[src/qsas_pkg.sv]
package qsas_pkg;
	localparam int unsigned CLK_HZ           = 100_000_000; // System clock
	localparam int unsigned CLK_PERIOD_NS    = 10;          // System clock period
	localparam int unsigned CONV_CLK_HZ      = 2_500_000;   // Conversion clock rate
	localparam int unsigned CLK_DIV          = CLK_HZ / CONV_CLK_HZ; // Cycles per tick
	localparam int unsigned RES_BITS         = 12;          // Result width
	localparam int unsigned NUM_CH           = 4;           // Channels per sequence
	localparam int unsigned START_TICKS      = 2;           // Wake-up before channel 1
	localparam int unsigned SETTLE_TICKS     = 6;           // Mux settle per channel
	localparam int unsigned STORE_TICKS      = 1;           // Result store per channel
	localparam int unsigned SEQ_TICKS        =
		START_TICKS + NUM_CH * (SETTLE_TICKS + RES_BITS + STORE_TICKS); // 78 edges
	localparam int unsigned CONV_TIME_MAX_NS = 32500;       // Start to completion limit
	localparam int unsigned CONV_MAX_TICKS   =
		CONV_TIME_MAX_NS / (CLK_PERIOD_NS * CLK_DIV);       // Rounded down
	localparam logic [11:0] SAR_MID          = 12'h800;     // First trial code
	localparam logic [11:0] SIGN_FLIP        = 12'h800;     // Offset binary to two's compl.
	localparam logic [1:0]  PTR_RESET        = 2'h0;        // Pointer at channel 1
	localparam logic        COMPLETE_N_RESET = 1'b1;        // Completion flag idle high
endpackage : qsas_pkg

[src/qsas_sar_if.sv]
`timescale 1ns/1ps
// Sequencer to approximation engine link
interface qsas_sar_if;
	logic        start;      // One-cycle pulse, begin a 12-bit search
	logic        tick;       // Conversion clock enable
	logic        comp_above; // Synchronised comparator: input above trial
	logic        done;       // One-cycle pulse, search finished
	logic [11:0] trial;      // Trial code, final code after done

	modport seq (output start, output tick, output comp_above, input done, input trial);
	modport sar (input start, input tick, input comp_above, output done, output trial);
endinterface : qsas_sar_if

[src/qsas_seq.sv]
`timescale 1ns/1ps
// Four-channel simultaneous-sampling converter sequencer and read port
module qsas_seq #(
	parameter int unsigned CLK_DIV      = qsas_pkg::CLK_DIV,
	parameter int unsigned SETTLE_TICKS = qsas_pkg::SETTLE_TICKS
) (
	input  wire logic        clk,
	input  wire logic        resetn,
	input  wire logic        sample_trigger_n, // Async start, rising edge acts
	input  wire logic        cs_n,             // Chip select pin
	input  wire logic        rd_n,             // Read strobe pin
	input  wire logic        comp_above,       // Analog comparator result
	output logic             hold,             // All track/holds in hold
	output logic [1:0]       mux_sel,          // Channel at the converter
	output logic [11:0]      dac_code,         // DAC trial code
	output logic             complete_n,       // Results ready, active low
	output logic [11:0]      data_out,         // Read data
	output logic             data_oe           // Read data driven
);
	localparam int unsigned DIV_W = $clog2(CLK_DIV);            // Divider width
	localparam int unsigned SEQ_T =
		qsas_pkg::START_TICKS + qsas_pkg::NUM_CH *
		(SETTLE_TICKS + qsas_pkg::RES_BITS + qsas_pkg::STORE_TICKS); // Edges per sequence

	// The first bit spends one clock on the start pulse, one loading the trial code and two
	// more in the comparator synchroniser, so a tick needs four clocks at least.
	// Settle count lives in a four-bit counter and must be at least one.
	// Refuse settings the timing limit or the divider cannot serve;
	// below four clocks a tick the comparator answer would arrive late
	if (CLK_DIV < 4 || SETTLE_TICKS < 1 || SETTLE_TICKS > 15 ||
		SEQ_T + 1 > qsas_pkg::CONV_MAX_TICKS) begin : g_chk
		$error("qsas_seq: divider or settle count out of range");
	end

	typedef enum logic [2:0] {
		QSAS_IDLE,
		QSAS_START,
		QSAS_SETTLE,
		QSAS_CONV,
		QSAS_STORE
	} qsas_phase_t;

	typedef struct packed {
		logic                   trig_s1, trig_s2, trig_s3; // Start synchroniser, edge
		logic                   cs_s1, cs_s2, cs_s3;       // Select synchroniser
		logic                   rd_s1, rd_s2, rd_s3;       // Strobe synchroniser
		logic                   comp_s1, comp_s2;          // Comparator synchroniser
		logic [DIV_W-1:0]       div_cnt;                   // Conversion clock divider
		logic                   tick;                      // Conversion clock enable
		qsas_phase_t            phase;                     // Sequencer phase
		logic [3:0]             cnt;                       // Ticks within a phase
		logic [1:0]             chan;                      // Channel being converted
		logic                   sar_start;                 // Engine start pulse
		logic [3:0][11:0]       results;                   // Result registers
		logic [1:0]             ptr;                       // Implicit read pointer
		logic                   hold;                      // Track/hold control
		logic                   complete_n;                // Completion flag
		logic [11:0]            data_out;                  // Read data
		logic                   data_oe;                   // Read data enable
	} qsas_state_t;

	qsas_state_t s_reg;  // Registered state
	qsas_state_t s_next; // Next state
	qsas_sar_if  sar_bus ();

	logic trig_rise; // Start edge seen
	logic rd_fall;   // Strobe fell while selected
	logic rd_rise;   // Selected read completed

	qsas_sar u_sar (
		.clk    (clk),
		.resetn (resetn),
		.bus    (sar_bus)
	);

	// Edge detectors look only at second and third stages
	// First stages may still be settling, so nothing else reads them;
	// the third stage only adds a delayed copy for edge finding
	assign trig_rise = s_reg.trig_s2 && !s_reg.trig_s3;
	assign rd_fall   = !s_reg.rd_s2 && s_reg.rd_s3 && !s_reg.cs_s2;
	assign rd_rise   = s_reg.rd_s2 && !s_reg.rd_s3 && !s_reg.cs_s3;

	// Sequencer, result store and read port
	always_comb begin
		s_next           = s_reg;
		s_next.sar_start = 1'b0;
		// Pins cross two flops before any logic
		// Comparator gets no third stage: only its level matters,
		// and the divider leaves room for the two-clock lag
		s_next.trig_s1   = sample_trigger_n;
		s_next.trig_s2   = s_reg.trig_s1;
		s_next.trig_s3   = s_reg.trig_s2;
		s_next.cs_s1     = cs_n;
		s_next.cs_s2     = s_reg.cs_s1;
		s_next.cs_s3     = s_reg.cs_s2;
		s_next.rd_s1     = rd_n;
		s_next.rd_s2     = s_reg.rd_s1;
		s_next.rd_s3     = s_reg.rd_s2;
		s_next.comp_s1   = comp_above;
		s_next.comp_s2   = s_reg.comp_s1;
		// Free-running divider; the start edge lands anywhere in a tick,
		// hence one edge of spread in the sequence length
		// Divider runs while idle too, so a start never waits for it
		s_next.tick      = (s_reg.div_cnt == DIV_W'(CLK_DIV - 1));
		s_next.div_cnt   = s_next.tick ? '0 : s_reg.div_cnt + DIV_W'(1);

		unique case (s_reg.phase)
			QSAS_IDLE: begin
				if (trig_rise) begin
					s_next.hold  = 1'b1;
					s_next.phase = QSAS_START;
					s_next.cnt   = 4'h0;
					s_next.chan  = 2'h0;
				end
				// A new sample makes the old results stale, so the flag goes high
				if (trig_rise) begin
					s_next.complete_n = 1'b1;
				end
				// Reads are served only between sequences
				if (rd_fall) begin
					s_next.complete_n = 1'b1;
				end
				if (rd_rise) begin
					s_next.ptr = s_reg.ptr + 2'h1;
				end
			end
			QSAS_START: begin
				if (s_reg.tick) begin
					if (s_reg.cnt == 4'(qsas_pkg::START_TICKS - 1)) begin
						s_next.phase = QSAS_SETTLE;
						s_next.cnt   = 4'h0;
					end else begin
						s_next.cnt = s_reg.cnt + 4'h1;
					end
				end
			end
			QSAS_SETTLE: begin
				if (s_reg.tick) begin
					if (s_reg.cnt == 4'(SETTLE_TICKS - 1)) begin
						s_next.phase     = QSAS_CONV;
						s_next.sar_start = 1'b1;
					end else begin
						s_next.cnt = s_reg.cnt + 4'h1;
					end
				end
			end
			QSAS_CONV: begin
				// Engine spends one tick per bit
				// Done comes one clock after the last tick, long before the next
				if (sar_sar_done()) begin
					s_next.results[s_reg.chan] = sar_bus.trial ^ qsas_pkg::SIGN_FLIP;
					s_next.phase               = QSAS_STORE;
				end
			end
			QSAS_STORE: begin
				if (s_reg.tick) begin
					s_next.cnt = 4'h0;
					if (s_reg.chan == 2'(qsas_pkg::NUM_CH - 1)) begin
						s_next.phase      = QSAS_IDLE;
						s_next.hold       = 1'b0;
						s_next.complete_n = 1'b0;
					end else begin
						s_next.chan  = s_reg.chan + 2'h1;
						s_next.phase = QSAS_SETTLE;
					end
				end
			end
		endcase

		// Start edge always rewinds the pointer; placed last so it wins
		// over a selected read that completes in the same cycle
		if (trig_rise) begin
			s_next.ptr = qsas_pkg::PTR_RESET;
		end

		// Enable follows the pins with three clocks of lag; a host that
		// reads across a start edge may overlap hold for one cycle
		// Data only through the pointer, never by address
		s_next.data_oe  = (s_reg.phase == QSAS_IDLE) && !s_reg.cs_s2 && !s_reg.rd_s2;
		s_next.data_out = s_next.data_oe ? s_reg.results[s_reg.ptr] : 12'h000;
	end

	// Wrapper keeps the engine handshake in one place
	function automatic logic sar_sar_done();
		return sar_bus.done;
	endfunction : sar_sar_done

	// State register
	// Trigger, select and strobe synchroniser stages reset high, the idle level of those pins,
	// so no false trigger or strobe edge follows reset
	always_ff @(posedge clk or negedge resetn) begin
		if (!resetn) begin
			s_reg            <= '0;
			s_reg.trig_s1    <= 1'b1;
			s_reg.trig_s2    <= 1'b1;
			s_reg.trig_s3    <= 1'b1;
			s_reg.cs_s1      <= 1'b1;
			s_reg.cs_s2      <= 1'b1;
			s_reg.cs_s3      <= 1'b1;
			s_reg.rd_s1      <= 1'b1;
			s_reg.rd_s2      <= 1'b1;
			s_reg.rd_s3      <= 1'b1;
			s_reg.phase      <= QSAS_IDLE;
			s_reg.ptr        <= qsas_pkg::PTR_RESET;
			s_reg.complete_n <= qsas_pkg::COMPLETE_N_RESET;
		end else begin
			s_reg <= s_next;
		end
	end

	// Engine hookup
	assign sar_bus.start      = s_reg.sar_start;
	assign sar_bus.tick       = s_reg.tick;
	assign sar_bus.comp_above = s_reg.comp_s2;

	// Outputs straight from flops
	// Trial code comes from the engine's own register, not from logic
	// Data bus stays at zero whenever it is not enabled
	assign hold       = s_reg.hold;
	assign mux_sel    = s_reg.chan;
	assign dac_code   = sar_bus.trial;
	assign complete_n = s_reg.complete_n;
	assign data_out   = s_reg.data_out;
	assign data_oe    = s_reg.data_oe;
endmodule : qsas_seq

[src/qsas_sar.sv]
`timescale 1ns/1ps
// Successive approximation engine, one bit decided per conversion tick
module qsas_sar (
	input  wire logic clk,
	input  wire logic resetn,
	qsas_sar_if.sar   bus
);
	typedef struct packed {
		logic [11:0] trial;   // Working code, drives the DAC
		logic [3:0]  bit_idx; // Bit under test
		logic        busy;    // Search running
		logic        done;    // Finished pulse
	} qsas_sar_state_t;

	qsas_sar_state_t s_reg;  // Registered state
	qsas_sar_state_t s_next; // Next state

	// Bit decisions; MSB first so the code is offset binary
	always_comb begin
		s_next      = s_reg;
		s_next.done = 1'b0;
		if (bus.start) begin
			s_next.trial   = qsas_pkg::SAR_MID;
			s_next.bit_idx = 4'hB;
			s_next.busy    = 1'b1;
		end else if (bus.tick && s_reg.busy) begin
			// Drop the trial bit when the input sits below it
			if (!bus.comp_above) begin
				s_next.trial[s_reg.bit_idx] = 1'b0;
			end
			if (s_reg.bit_idx == 4'h0) begin
				s_next.busy = 1'b0;
				s_next.done = 1'b1;
			end else begin
				s_next.trial[s_reg.bit_idx - 4'h1] = 1'b1;
				s_next.bit_idx                     = s_reg.bit_idx - 4'h1;
			end
		end
	end

	// State register
	always_ff @(posedge clk or negedge resetn) begin
		if (!resetn) begin
			s_reg <= '0;
		end else begin
			s_reg <= s_next;
		end
	end

	assign bus.trial = s_reg.trial;
	assign bus.done  = s_reg.done;
endmodule : qsas_sar

[config.mk]
export PLATFORM = sky130hd
export DESIGN_NAME = qsas_seq
export DESIGN_NICKNAME = d
export VERILOG_FILES = /design/src/qsas_pkg.sv /design/src/qsas_sar_if.sv /design/src/qsas_seq.sv /design/src/qsas_sar.sv
export SDC_FILE = /design/constraint.sdc
export NUM_CORES = 1
export LEC_CHECK = 0
export BUFFER_PORTS_ARGS = -buffer_cell sky130_fd_sc_hd__buf_2
export CAP_MARGIN = 20
export CORE_MARGIN = 5
export CORE_UTILIZATION = 32
export CTS_CLUSTER_DIAMETER = 30
export DETAILED_ROUTE_END_ITERATION = 8
export GPL_TIMING_DRIVEN = 0
export SYNTH_ARGS = -nofsm -noshare
export SYNTH_HDL_FRONTEND = slang
export SYNTH_HIERARCHICAL = 1
export SYNTH_SLANG_ARGS = --single-unit
[constraint.sdc]
create_clock -name clk -period 1.6 [get_ports clk]
set_clock_uncertainty 0.05 [all_clocks]
set_input_delay 0.32 -clock clk [delete_from_list [all_inputs] [get_ports clk]]
set_output_delay 0.32 -clock clk [all_outputs]
set_load 0.005 [all_outputs]
==> results of run 1 <==
[cell families (layout without fill, tap and decap cells)]
logic type,Yosys count,after routing,synth area share
flip-flops,111,111,0.5375
AO/OA/AOI/OAI,63,63,0.07448
AND/OR/NAND/NOR,96,96,0.1145
adder cells (fa/ha/maj),7,7,0.01687
multiplexers,59,59,0.1786
buffers and inverters,54,110,0.06797
XOR/XNOR,6,6,0.01012
[what timing repair did]
| action | 4_1_cts | 5_1_grt |
|---|---|---|
| hold endpoints to repair | 35 | 0 |
| cloned | 0 | 0 |
| resized for setup | 13 | 5 |
| hold buffers | 3 | 0 |
| pin swaps | 4 | 2 |
| setup buffers | 3 | 0 |
| setup endpoints to repair | 50 | 55 |
[layout by cell type (no fill, tap or decap), types with 3 or more instances in the layout]
cell / n
a22o_1: 5
dlygate4sd3_1: 3
nand2_4: 4
mux4_2: 12
nor2_1: 13
buf_2: 38
mux2_4: 34
a21o_1: 5
clkbuf_1: 4
nor3_1: 4
ha_1: 5
dfrtp_1: 100
buf_6: 4
nor3b_1: 3
o21ai_0: 13
mux2_2: 13
nand4b_1: 3
a21oi_1: 20
dfstp_2: 10
buf_4: 32
inv_1: 7
nand3_1: 13
and3_1: 12
nand2_1: 14
o21ai_1: 4
xor2_1: 5
clkbuf_16: 9
a211oi_1: 3
nand2b_1: 4
[power breakdown]
| part | switching [mW] | internal (mW) |
|---|---|---|
| Combinational | 0.338 | 0.277 |
| Clock | 1.10 | 1.09 |
| Sequential | 0.0430 | 2.88 |
| Total | 1.48 | 4.25 |
[per-stage QoR]
stage	util	hold slack, ns	std cells	worst slack [ns]	power (mW)
after floorplan	-	-0.02559	396	-0.1030	3.314
after global placement	0.3545	0.2959	646	-1.063	3.462
after detailed placement	0.3564	0.2855	647	-0.2323	3.494
after CTS	0.3808	0.01074	668	-0.1695	5.802
after global routing	0.3820	0.01054	668	-0.2681	6.010
final	0.3820	0.02310	668	-0.1786	5.729
[worst reg2reg max path: stages (launching register included)]
cell	delay [ns]
dfrtp_1	0.38
inv_1	0.06
ha_2	0.16
or3b_4	0.40
or4_4	0.44
a21oi_2	0.13
a21oi_1	0.05
[metal layers]
| layer | global-route usage | wire length, µm | vias to the layer above |
|---|---|---|---|
| met5 | 0 | 0 | - |
| met4 | 0.03492 | 138 | 0 |
| met3 | 0.03178 | 385 | 11 |
| met2 | 0.1916 | 5109 | 57 |
| met1 | 0.1439 | 4568 | 1624 |
| li1 | - | - | 1494 |
[area by class of cell]
| type | instances | share of cell area |
|---|---|---|
| Tap cell | 216 | 0.04454 |
| Inverter | 7 | 0.004330 |
| Timing Repair Buffer | 41 | 0.04165 |
| Buffer | 46 | 0.05567 |
| Sequential cell | 111 | 0.4600 |
| Clock buffer | 9 | 0.03711 |
| Clock inverter | 7 | 0.01134 |
| Multi-Input combinational cell | 231 | 0.3454 |
[final timing paths]
check	startpoint	cells past startpoint	to	slack, ns
setup / recovery	s_reg[69]$_DFFE_PN0P_	6	s_reg[72]$_DFFE_PN0P_	-0.18
hold / removal	sample_trigger_n	1	s_next[91]$_DFF_PN1_	0.02
setup reg to reg	s_reg[69]$_DFFE_PN0P_	6	s_reg[72]$_DFFE_PN0P_	-0.18
hold reg to reg	s_next[82]$_DFF_PN0_	0	sar_bus.comp_above$_DFF_PN0_	0.30
max in group asynchronous	resetn	3	s_next[91]$_DFF_PN1_	0.29
min in group asynchronous	resetn	2	s_reg[27]$_DFFE_PN0P_	0.44
==> metrics.cfg, run 1 <==
[outcome]
outcome=complete, but fails checks
violations=setup timing

[final_layout]
area_growth_syn_to_layout_pct=16.90
antenna_cells=0
num-fill-cells=1548
largest_reg_flops=66
final_nets=460
postLayoutCellArea_um2=6068
regArea_um2=2791
multi_input_area_um2=2096
drive_gt1_frac=0.4137

[routing]
first_pass_iters=4
via_count=3186
dr.first_iter.drc_count=192
wl_per_cell_um=15.27
viasPerCell=4.769
ant_nets=0
routed_wl_um=10200
drc=0

[sta]
final-setup-viol-count=41
final.setup.tns_ns=-3.452
slew_headroom=0.6455
rsz0062_at_grt=yes
hold_violations=0
worst_pin_slew_ns=0.5318
period_minus_slack_ns=1.779
setup_slack_ns=-0.1786
min_period_over_period=1.112
maxSlewViolCount=0
fmax_mhz=562.3

[setup_path]
critPathKind=reg -> reg
endpoint_kind=flip-flop
path_max_fanout=2
critPathBufInv=1
critPathArrivalTime_ns=1.97
start_kind=flip-flop
crit_required_ns=1.80
max_stage_delay_ns=0.44
path_cells=inv_1 > ha_2 > or3b_4 > or4_4 > a21oi_2 > a21oi_1
crit_family=simple AND/OR/NAND/NOR gates
critPathSlowestCell=or4_4

[placed_design]
placed_area_um2=5662
place.gp.congestion=0.7713
hpwl_um=7037
io_buffer_count=34

[clocking]
clock_latency_ns=0.36
cts_sinks=111
cts_buffer_depth=2
cts-htree-levels=3
root_buffer=clkbuf_16
cts_buffers=9
tritoncts=done
path_clk_slew_ns=0.08

[synthesis]
synth_edf_count=0
yosysWarnings=6
async_reset_ff_frac=1.000
avgSynthCellArea_um2=13.11
synth-seq-cells=111
synth.area.top_cells=dfrtp_1, mux2_4, mux4_2, dfstp_2, buf_4
yosysUniqueCellTypes=56
synthesis.area_um2=5191
yosysMostFrequentCell=dfrtp_1
synth_common_cells=dfrtp_1, mux2_4, buf_4
ys_seq_area_frac=0.5375
synth.top_cell.area_share=0.4869
ys.flop_type=dfrtp_1
synth.net_count=409
yosysTopAreaCell=dfrtp_1
synth_cells=396

[floorplan]
fp.dieH_um=137.4
rows=46
io_pins=35
start_util=0.3268
dieArea_um2=18870
die_x_um=137.4
coreArea_um2=15890

[grt]
grt-ovfl-total=0
grt_usage=0.1143
antenna_found_initial=0
grt_pass1_vias=3183
grt_max_degree=72
grt_first_pass_wirelength_um=16680

[pwr]
ir_worst_vdd_v=0.0005234
leakagePower_nw=3.064
power.density_nw_per_um2=944.1

[worst_hold_path]
hold_path_class=in -> reg

[run]
drv_cap=0

Power figures use the tool's default switching activity.
==> run 2, diff against run 1 <==
--- a/config.mk
+++ b/config.mk
@@ -5,7 +5,7 @@
 export SDC_FILE = /design/constraint.sdc
 export NUM_CORES = 1
 export LEC_CHECK = 0
-export BUFFER_PORTS_ARGS = -buffer_cell sky130_fd_sc_hd__buf_2
+export BUFFER_PORTS_ARGS = -buffer_cell sky130_fd_sc_hd__buf_4
 export CAP_MARGIN = 20
 export CORE_MARGIN = 5
 export CORE_UTILIZATION = 32
==> metrics.cfg, run 2 (synthesis results as in run 1) <==
[outcome]
outcome=complete, but fails checks  ; unchanged
violations=setup timing  ; unchanged

[sta]
maxSlewViolCount=0  ; unchanged
period_minus_slack_ns=1.787  ; was 1.779 ns
hold_violations=0  ; unchanged
min_period_over_period=1.117  ; was 1.112
setup_slack_ns=-0.1866  ; was -0.1786 ns
rsz0062_at_grt=yes  ; unchanged
slew_headroom=0.6109  ; was 0.6455
worst_pin_slew_ns=0.5837  ; was 0.5318 ns
final-setup-viol-count=38  ; was 41
fmax_mhz=559.7  ; was 562.3 MHz

[pwr]
fin_total_pwr_mw=5.884  ; was 5.729 mW
clkPwrFrac=0.389  ; was 0.382
power.density_nw_per_um2=932.3  ; was 944.1 nW/µm²
leakagePower_nw=3.140  ; was 3.064 nW
combPwrFrac=0.114  ; was 0.107
p_int_mw=4.435  ; was 4.253 mW
switching_share=0.2462  ; was 0.2577
netSwitchingPower_mw=1.449  ; was 1.477 mW
seqPwrFrac=0.497  ; was 0.511
ir_worst_vdd_v=0.0005754  ; was 0.0005234 V

[grt]
antenna_found_initial=0  ; unchanged
grt_first_pass_wirelength_um=17400  ; was 16,680 µm
grt_max_degree=68  ; was 72
grt-ovfl-total=0  ; unchanged
grt_pass1_vias=3345  ; was 3,183
grt_usage=0.1188  ; was 0.1143

[final_layout]
num-fill-cells=1516  ; was 1,548
final_nets=473  ; was 460
area_growth_syn_to_layout_pct=21.57  ; was 16.90%
drive_gt1_frac=0.4258  ; was 0.4137
final_common_cell=dfrtp_1  ; unchanged
final_cell_mix=dfrtp_1, buf_4, mux2_4, a21oi_1, nand2_1  ; was dfrtp_1, buf_2, mux2_4, buf_4, a21oi_1
regArea_um2=2793  ; was 2791 µm²
multi_input_area_um2=2103  ; was 2096 µm²
final_cell_count_no_fill=681  ; was 668
fin_util=0.3973  ; was 0.3820
antenna_cells=0  ; unchanged
largest_reg_flops=66  ; unchanged

[clocking]
cts-htree-levels=3  ; unchanged
cts_sinks=111  ; unchanged
clock_latency_ns=0.36  ; about the same
root_buffer=clkbuf_16  ; unchanged
path_clk_slew_ns=0.07  ; was 0.08 ns
cts_buffers=9  ; unchanged
cts_buffer_depth=2  ; unchanged
tritoncts=done  ; unchanged

[setup_path]
critPathArrivalTime_ns=1.98  ; was 1.97 ns
max_stage_delay_ns=0.44  ; about the same
endpoint_kind=flip-flop  ; unchanged
path_depth=6  ; unchanged
critPathKind=reg -> reg  ; unchanged
crit_family=simple AND/OR/NAND/NOR gates  ; unchanged
start_kind=flip-flop  ; unchanged
critPathSlowestCell=or4_4  ; unchanged
critPathBufInv=1  ; unchanged
rr_worst_depth=6  ; unchanged
path_cells=inv_1 > ha_1 > or3b_4 > or4_4 > a21oi_2 > a21oi_1  ; was inv_1 > ha_2 > or3b_4 > or4_4 > a21oi_2 > a21oi_1
crit_required_ns=1.79  ; was 1.80 ns
path_max_fanout=2  ; unchanged

[placed_design]
hpwl_um=7065  ; was 7037 µm
place_inst=647  ; unchanged
place.gp.congestion=0.7727  ; was 0.7713
io_buffer_count=34  ; unchanged

[floorplan]
coreArea_um2=15890  ; unchanged
start_util=0.3268  ; unchanged
die_x_um=137.4  ; unchanged
dieArea_um2=18870  ; unchanged
io_pins=35  ; unchanged
rows=46  ; unchanged
fp.dieH_um=137.4  ; unchanged

[routing]
viasPerCell=4.743  ; was 4.769
dr.first_iter.drc_count=154  ; was 192
drc=0  ; unchanged
wl_per_cell_um=15.20  ; was 15.27 µm
first_pass_iters=4  ; unchanged
ant_nets=0  ; unchanged
routed_wl_um=10350  ; was 10,200 µm
via_count=3230  ; was 3,186

[worst_hold_path]
hold_path_class=in -> reg  ; unchanged
whs_path_depth=1  ; unchanged

[run]
drv_cap=0  ; unchanged

==> run 2: power by group through the flow <==
stage	sequential [mW]	combinational, mW	clock (mW)
final	2.92	0.670	2.29
after global routing	2.93	0.743	2.50
after CTS	2.92	0.632	2.38
after detailed placement	3.00	0.504	0
after global placement	2.99	0.479	0
after floorplan	2.99	0.329	0
==> run 2: path summary, 6_finish.rpt <==
kind | from | to | slack (ns)
worst max-delay path | s_reg[69]$_DFFE_PN0P_ | s_reg[72]$_DFFE_PN0P_ | -0.19
worst min-delay path | sample_trigger_n | s_next[91]$_DFF_PN1_ | 0.02
worst max register to register | s_reg[69]$_DFFE_PN0P_ | s_reg[72]$_DFFE_PN0P_ | -0.19
worst min register to register | s_next[91]$_DFF_PN1_ | s_next[90]$_DFF_PN1_ | 0.31
max in group asynchronous | resetn | s_next[90]$_DFF_PN1_ | 0.26
min in group asynchronous | resetn | s_reg[56]$_DFFE_PN0P_ | 0.46
==> run 2: worst register-to-register path, delay by kind of cell, from the launching register on <==
kind            cells  cell delay [ns]
buf+inv             1             0.06
flops               1             0.38
fa+ha+maj           1             0.15
simple gates        2             0.84
compound gates      2             0.19
==> run 2: metrics by stage <==
step           cell area (µm²)  setup slack (ns)  setup TNS (ns)  hold WS, ns
2_1_floorplan             5191           -0.1030         -0.2305     -0.02559
3_3_place_gp              5717           -0.1847          -6.373       0.2967
3_5_place_dp              5744           -0.2162          -5.529       0.2968
4_1_cts                   6146           -0.1802          -3.491    0.0008744
5_1_grt                   6311           -0.2431          -3.485     0.005312
6_report                  6311           -0.1866          -1.464      0.02067
==> run 2: repair_timing <==
action / CTS / global route
gates resized for setup: 15 / 15
hold endpoints to repair: 46 / 1
pin swaps: 4 / 5
setup buffers: 3 / 12
hold buffers: 3 / 1
setup endpoints to repair: 50 / 55
==> run 2: per-layer routing <==
metal | track usage | vias to the layer above | share of wire
li1 | - | 1524 | -
met1 | 0.1496 | 1642 | 0.44
met2 | 0.1970 | 51 | 0.51
met3 | 0.03908 | 13 | 0.042
met4 | 0.03160 | 0 | 0.011
met5 | 0 | - | 0
==> run 2: layout make-up <==
type | instances | area share
clock inverter | 6 | 0.01150
timing repair buffer | 54 | 0.06959
tap | 216 | 0.04282
clock buffer | 10 | 0.03628
buffer | 46 | 0.05987
inverter | 7 | 0.004163
sequential | 111 | 0.4425
multi-input combinational | 231 | 0.3333
==> run 3, diff against run 2 <==
--- a/config.mk
+++ b/config.mk
@@ -8,10 +8,11 @@
 export BUFFER_PORTS_ARGS = -buffer_cell sky130_fd_sc_hd__buf_4
 export CAP_MARGIN = 20
 export CORE_MARGIN = 5
-export CORE_UTILIZATION = 32
+export CORE_UTILIZATION = 50
 export CTS_CLUSTER_DIAMETER = 30
 export DETAILED_ROUTE_END_ITERATION = 8
 export GPL_TIMING_DRIVEN = 0
+export PLACE_DENSITY = 0.71
 export SYNTH_ARGS = -nofsm -noshare
 export SYNTH_HDL_FRONTEND = slang
 export SYNTH_HIERARCHICAL = 1
==> constraint.sdc (replaced) <==
create_clock -name clk -period 1.6 [get_ports clk]
set_clock_uncertainty 0.05 [all_clocks]
set_input_delay 0.32 -clock clk [delete_from_list [all_inputs] [get_ports clk]]
set_output_delay 0.32 -clock clk [all_outputs]
set_load 0.1 [all_outputs]
==> metrics.cfg, run 3 (synthesis results as in run 1) <==
[outcome]
outcome=complete, but fails checks  ; unchanged
violations=setup timing  ; unchanged

[routing]
ant_nets=0  ; unchanged
routed_wl_um=9670  ; was 10,350 µm
viasPerCell=5.367  ; was 4.743
via_count=3199  ; was 3,230
drc=0  ; unchanged
dr.first_iter.drc_count=169  ; was 154
wl_per_cell_um=16.22  ; was 15.20 µm
first_pass_iters=4  ; unchanged

[floorplan]
die_x_um=111.9  ; was 137.4 µm
dieArea_um2=12520  ; was 18,870 µm²
io_pins=35  ; unchanged
coreArea_um2=10230  ; was 15,890 µm²
rows=37  ; was 46
fp.dieH_um=111.9  ; was 137.4 µm
start_util=0.5074  ; was 0.3268

[final_layout]
antenna_cells=0  ; unchanged
num-fill-cells=811  ; was 1,516
multi_input_area_um2=2097  ; was 2103 µm²
regArea_um2=2794  ; was 2793 µm²
fin_util=0.5944  ; was 0.3973
final_cell_mix=dfrtp_1, buf_4, mux2_4, a21oi_1, nand2_1  ; unchanged
largest_reg_flops=66  ; unchanged
area_growth_syn_to_layout_pct=17.14  ; was 21.57%
final_cell_count_no_fill=596  ; was 681
drive_gt1_frac=0.4217  ; was 0.4258
final_nets=468  ; was 473
final_common_cell=dfrtp_1  ; unchanged

[clocking]
cts_sinks=111  ; unchanged
clock_latency_ns=0.38  ; was 0.36 ns
tritoncts=done  ; unchanged
root_buffer=clkbuf_8  ; was clkbuf_16
cts_buffer_depth=2  ; unchanged
cts-htree-levels=3  ; unchanged
cts_buffers=9  ; unchanged
path_clk_slew_ns=0.10  ; was 0.07 ns

[pwr]
leakagePower_nw=3.061  ; was 3.140 nW
fin_total_pwr_mw=5.238  ; was 5.884 mW
ir_worst_vdd_v=0.0004619  ; was 0.0005754 V
power.density_nw_per_um2=861.5  ; was 932.3 nW/µm²

[setup_path]
critPathSlowestCell=or4_4  ; unchanged
start_kind=flip-flop  ; unchanged
path_max_fanout=2  ; unchanged
crit_required_ns=1.82  ; was 1.79 ns
endpoint_kind=flip-flop  ; unchanged
path_cells=inv_1 > ha_1 > or3b_4 > or4_4 > a21oi_2 > a21oi_1  ; unchanged
critPathArrivalTime_ns=2.00  ; was 1.98 ns
critPathBufInv=1  ; unchanged
max_stage_delay_ns=0.43  ; was 0.44 ns
critPathKind=reg -> reg  ; unchanged
crit_family=simple AND/OR/NAND/NOR gates  ; unchanged

[sta]
rsz0062_at_grt=yes  ; unchanged
fmax_mhz=560.8  ; was 559.7 MHz
hold_slack_ns=0.3116  ; was 0.02067 ns
period_minus_slack_ns=1.783  ; was 1.787 ns
final-setup-viol-count=38  ; unchanged
worst_pin_slew_ns=0.6545  ; was 0.5837 ns
maxSlewViolCount=0  ; unchanged
final.setup.tns_ns=-2.626  ; was -1.464 ns
setup_slack_ns=-0.1831  ; was -0.1866 ns
min_period_over_period=1.114  ; was 1.117
hold_violations=0  ; unchanged
slew_headroom=0.5636  ; was 0.6109

[placed_design]
io_buffer_count=34  ; unchanged
place_inst=567  ; was 647
hpwl_um=6676  ; was 7065 µm
place.gp.congestion=0.7869  ; was 0.7727

[worst_hold_path]
hold_path_class=reg -> reg  ; was in -> reg

[grt]
grt_usage=0.1653  ; was 0.1188
grt_max_degree=61  ; was 68
antenna_found_initial=0  ; unchanged
grt-ovfl-total=0  ; unchanged
grt_first_pass_wirelength_um=16620  ; was 17,400 µm
grt_pass1_vias=3410  ; was 3,345

[run]
drv_cap=0  ; unchanged

==> run 3: where the power goes <==
part	switching [mW]	internal (mW)
combinational	0.449	0.343
sequential	0.0431	2.88
clock	0.951	0.569
total	1.44	3.80
==> run 3: path summary, 6_finish.rpt <==
kind                                        from  slack, ns                      to  depth (start not counted)
setup reg to reg           s_reg[69]$_DFFE_PN0P_      -0.18   s_reg[72]$_DFFE_PN0P_                          6
max in group asynchronous                 resetn       0.28  complete_n$_DFFE_PN1P_                          3
hold reg to reg             s_next[91]$_DFF_PN1_       0.31    s_next[90]$_DFF_PN1_                          0
setup / recovery           s_reg[69]$_DFFE_PN0P_      -0.18   s_reg[72]$_DFFE_PN0P_                          6
min in group asynchronous                 resetn       0.46   data_out[9]$_DFF_PN0_                          2
hold / removal              s_next[91]$_DFF_PN1_       0.31    s_next[90]$_DFF_PN1_                          0
==> run 3: metal layers <==
layer,vias up,global-route usage,wire length [µm]
met5,-,0,0
met4,0,0.06975,194
met3,15,0.02772,291
met2,54,0.2834,4962
met1,1616,0.2074,4221
li1,1514,-,-
==> run 3: metrics by stage <==
stage	setup slack, ns	area [µm²]
after floorplan	-0.1030	5191
after global placement	-0.1772	5617
after detailed placement	-0.2066	5644
after CTS	-0.1802	6005
after global routing	-0.2529	6081
final	-0.1831	6081
==> run 3: layout make-up <==
type,count,area share
Tap cell,136,0.02798
Sequential cell,111,0.4595
Multi-Input combinational cell,231,0.3449
Inverter,7,0.004321
Clock inverter,7,0.007819
Clock buffer,9,0.02037
Buffer,46,0.06132
Timing Repair Buffer,49,0.07387
==> run 3: repair_timing <==
item,in CTS,in global routing
setup buffers,6,3
resized for setup,27,15
setup endpoints to repair,55,63
hold buffers,5,0
pin swaps,6,3
hold endpoints to repair,55,0
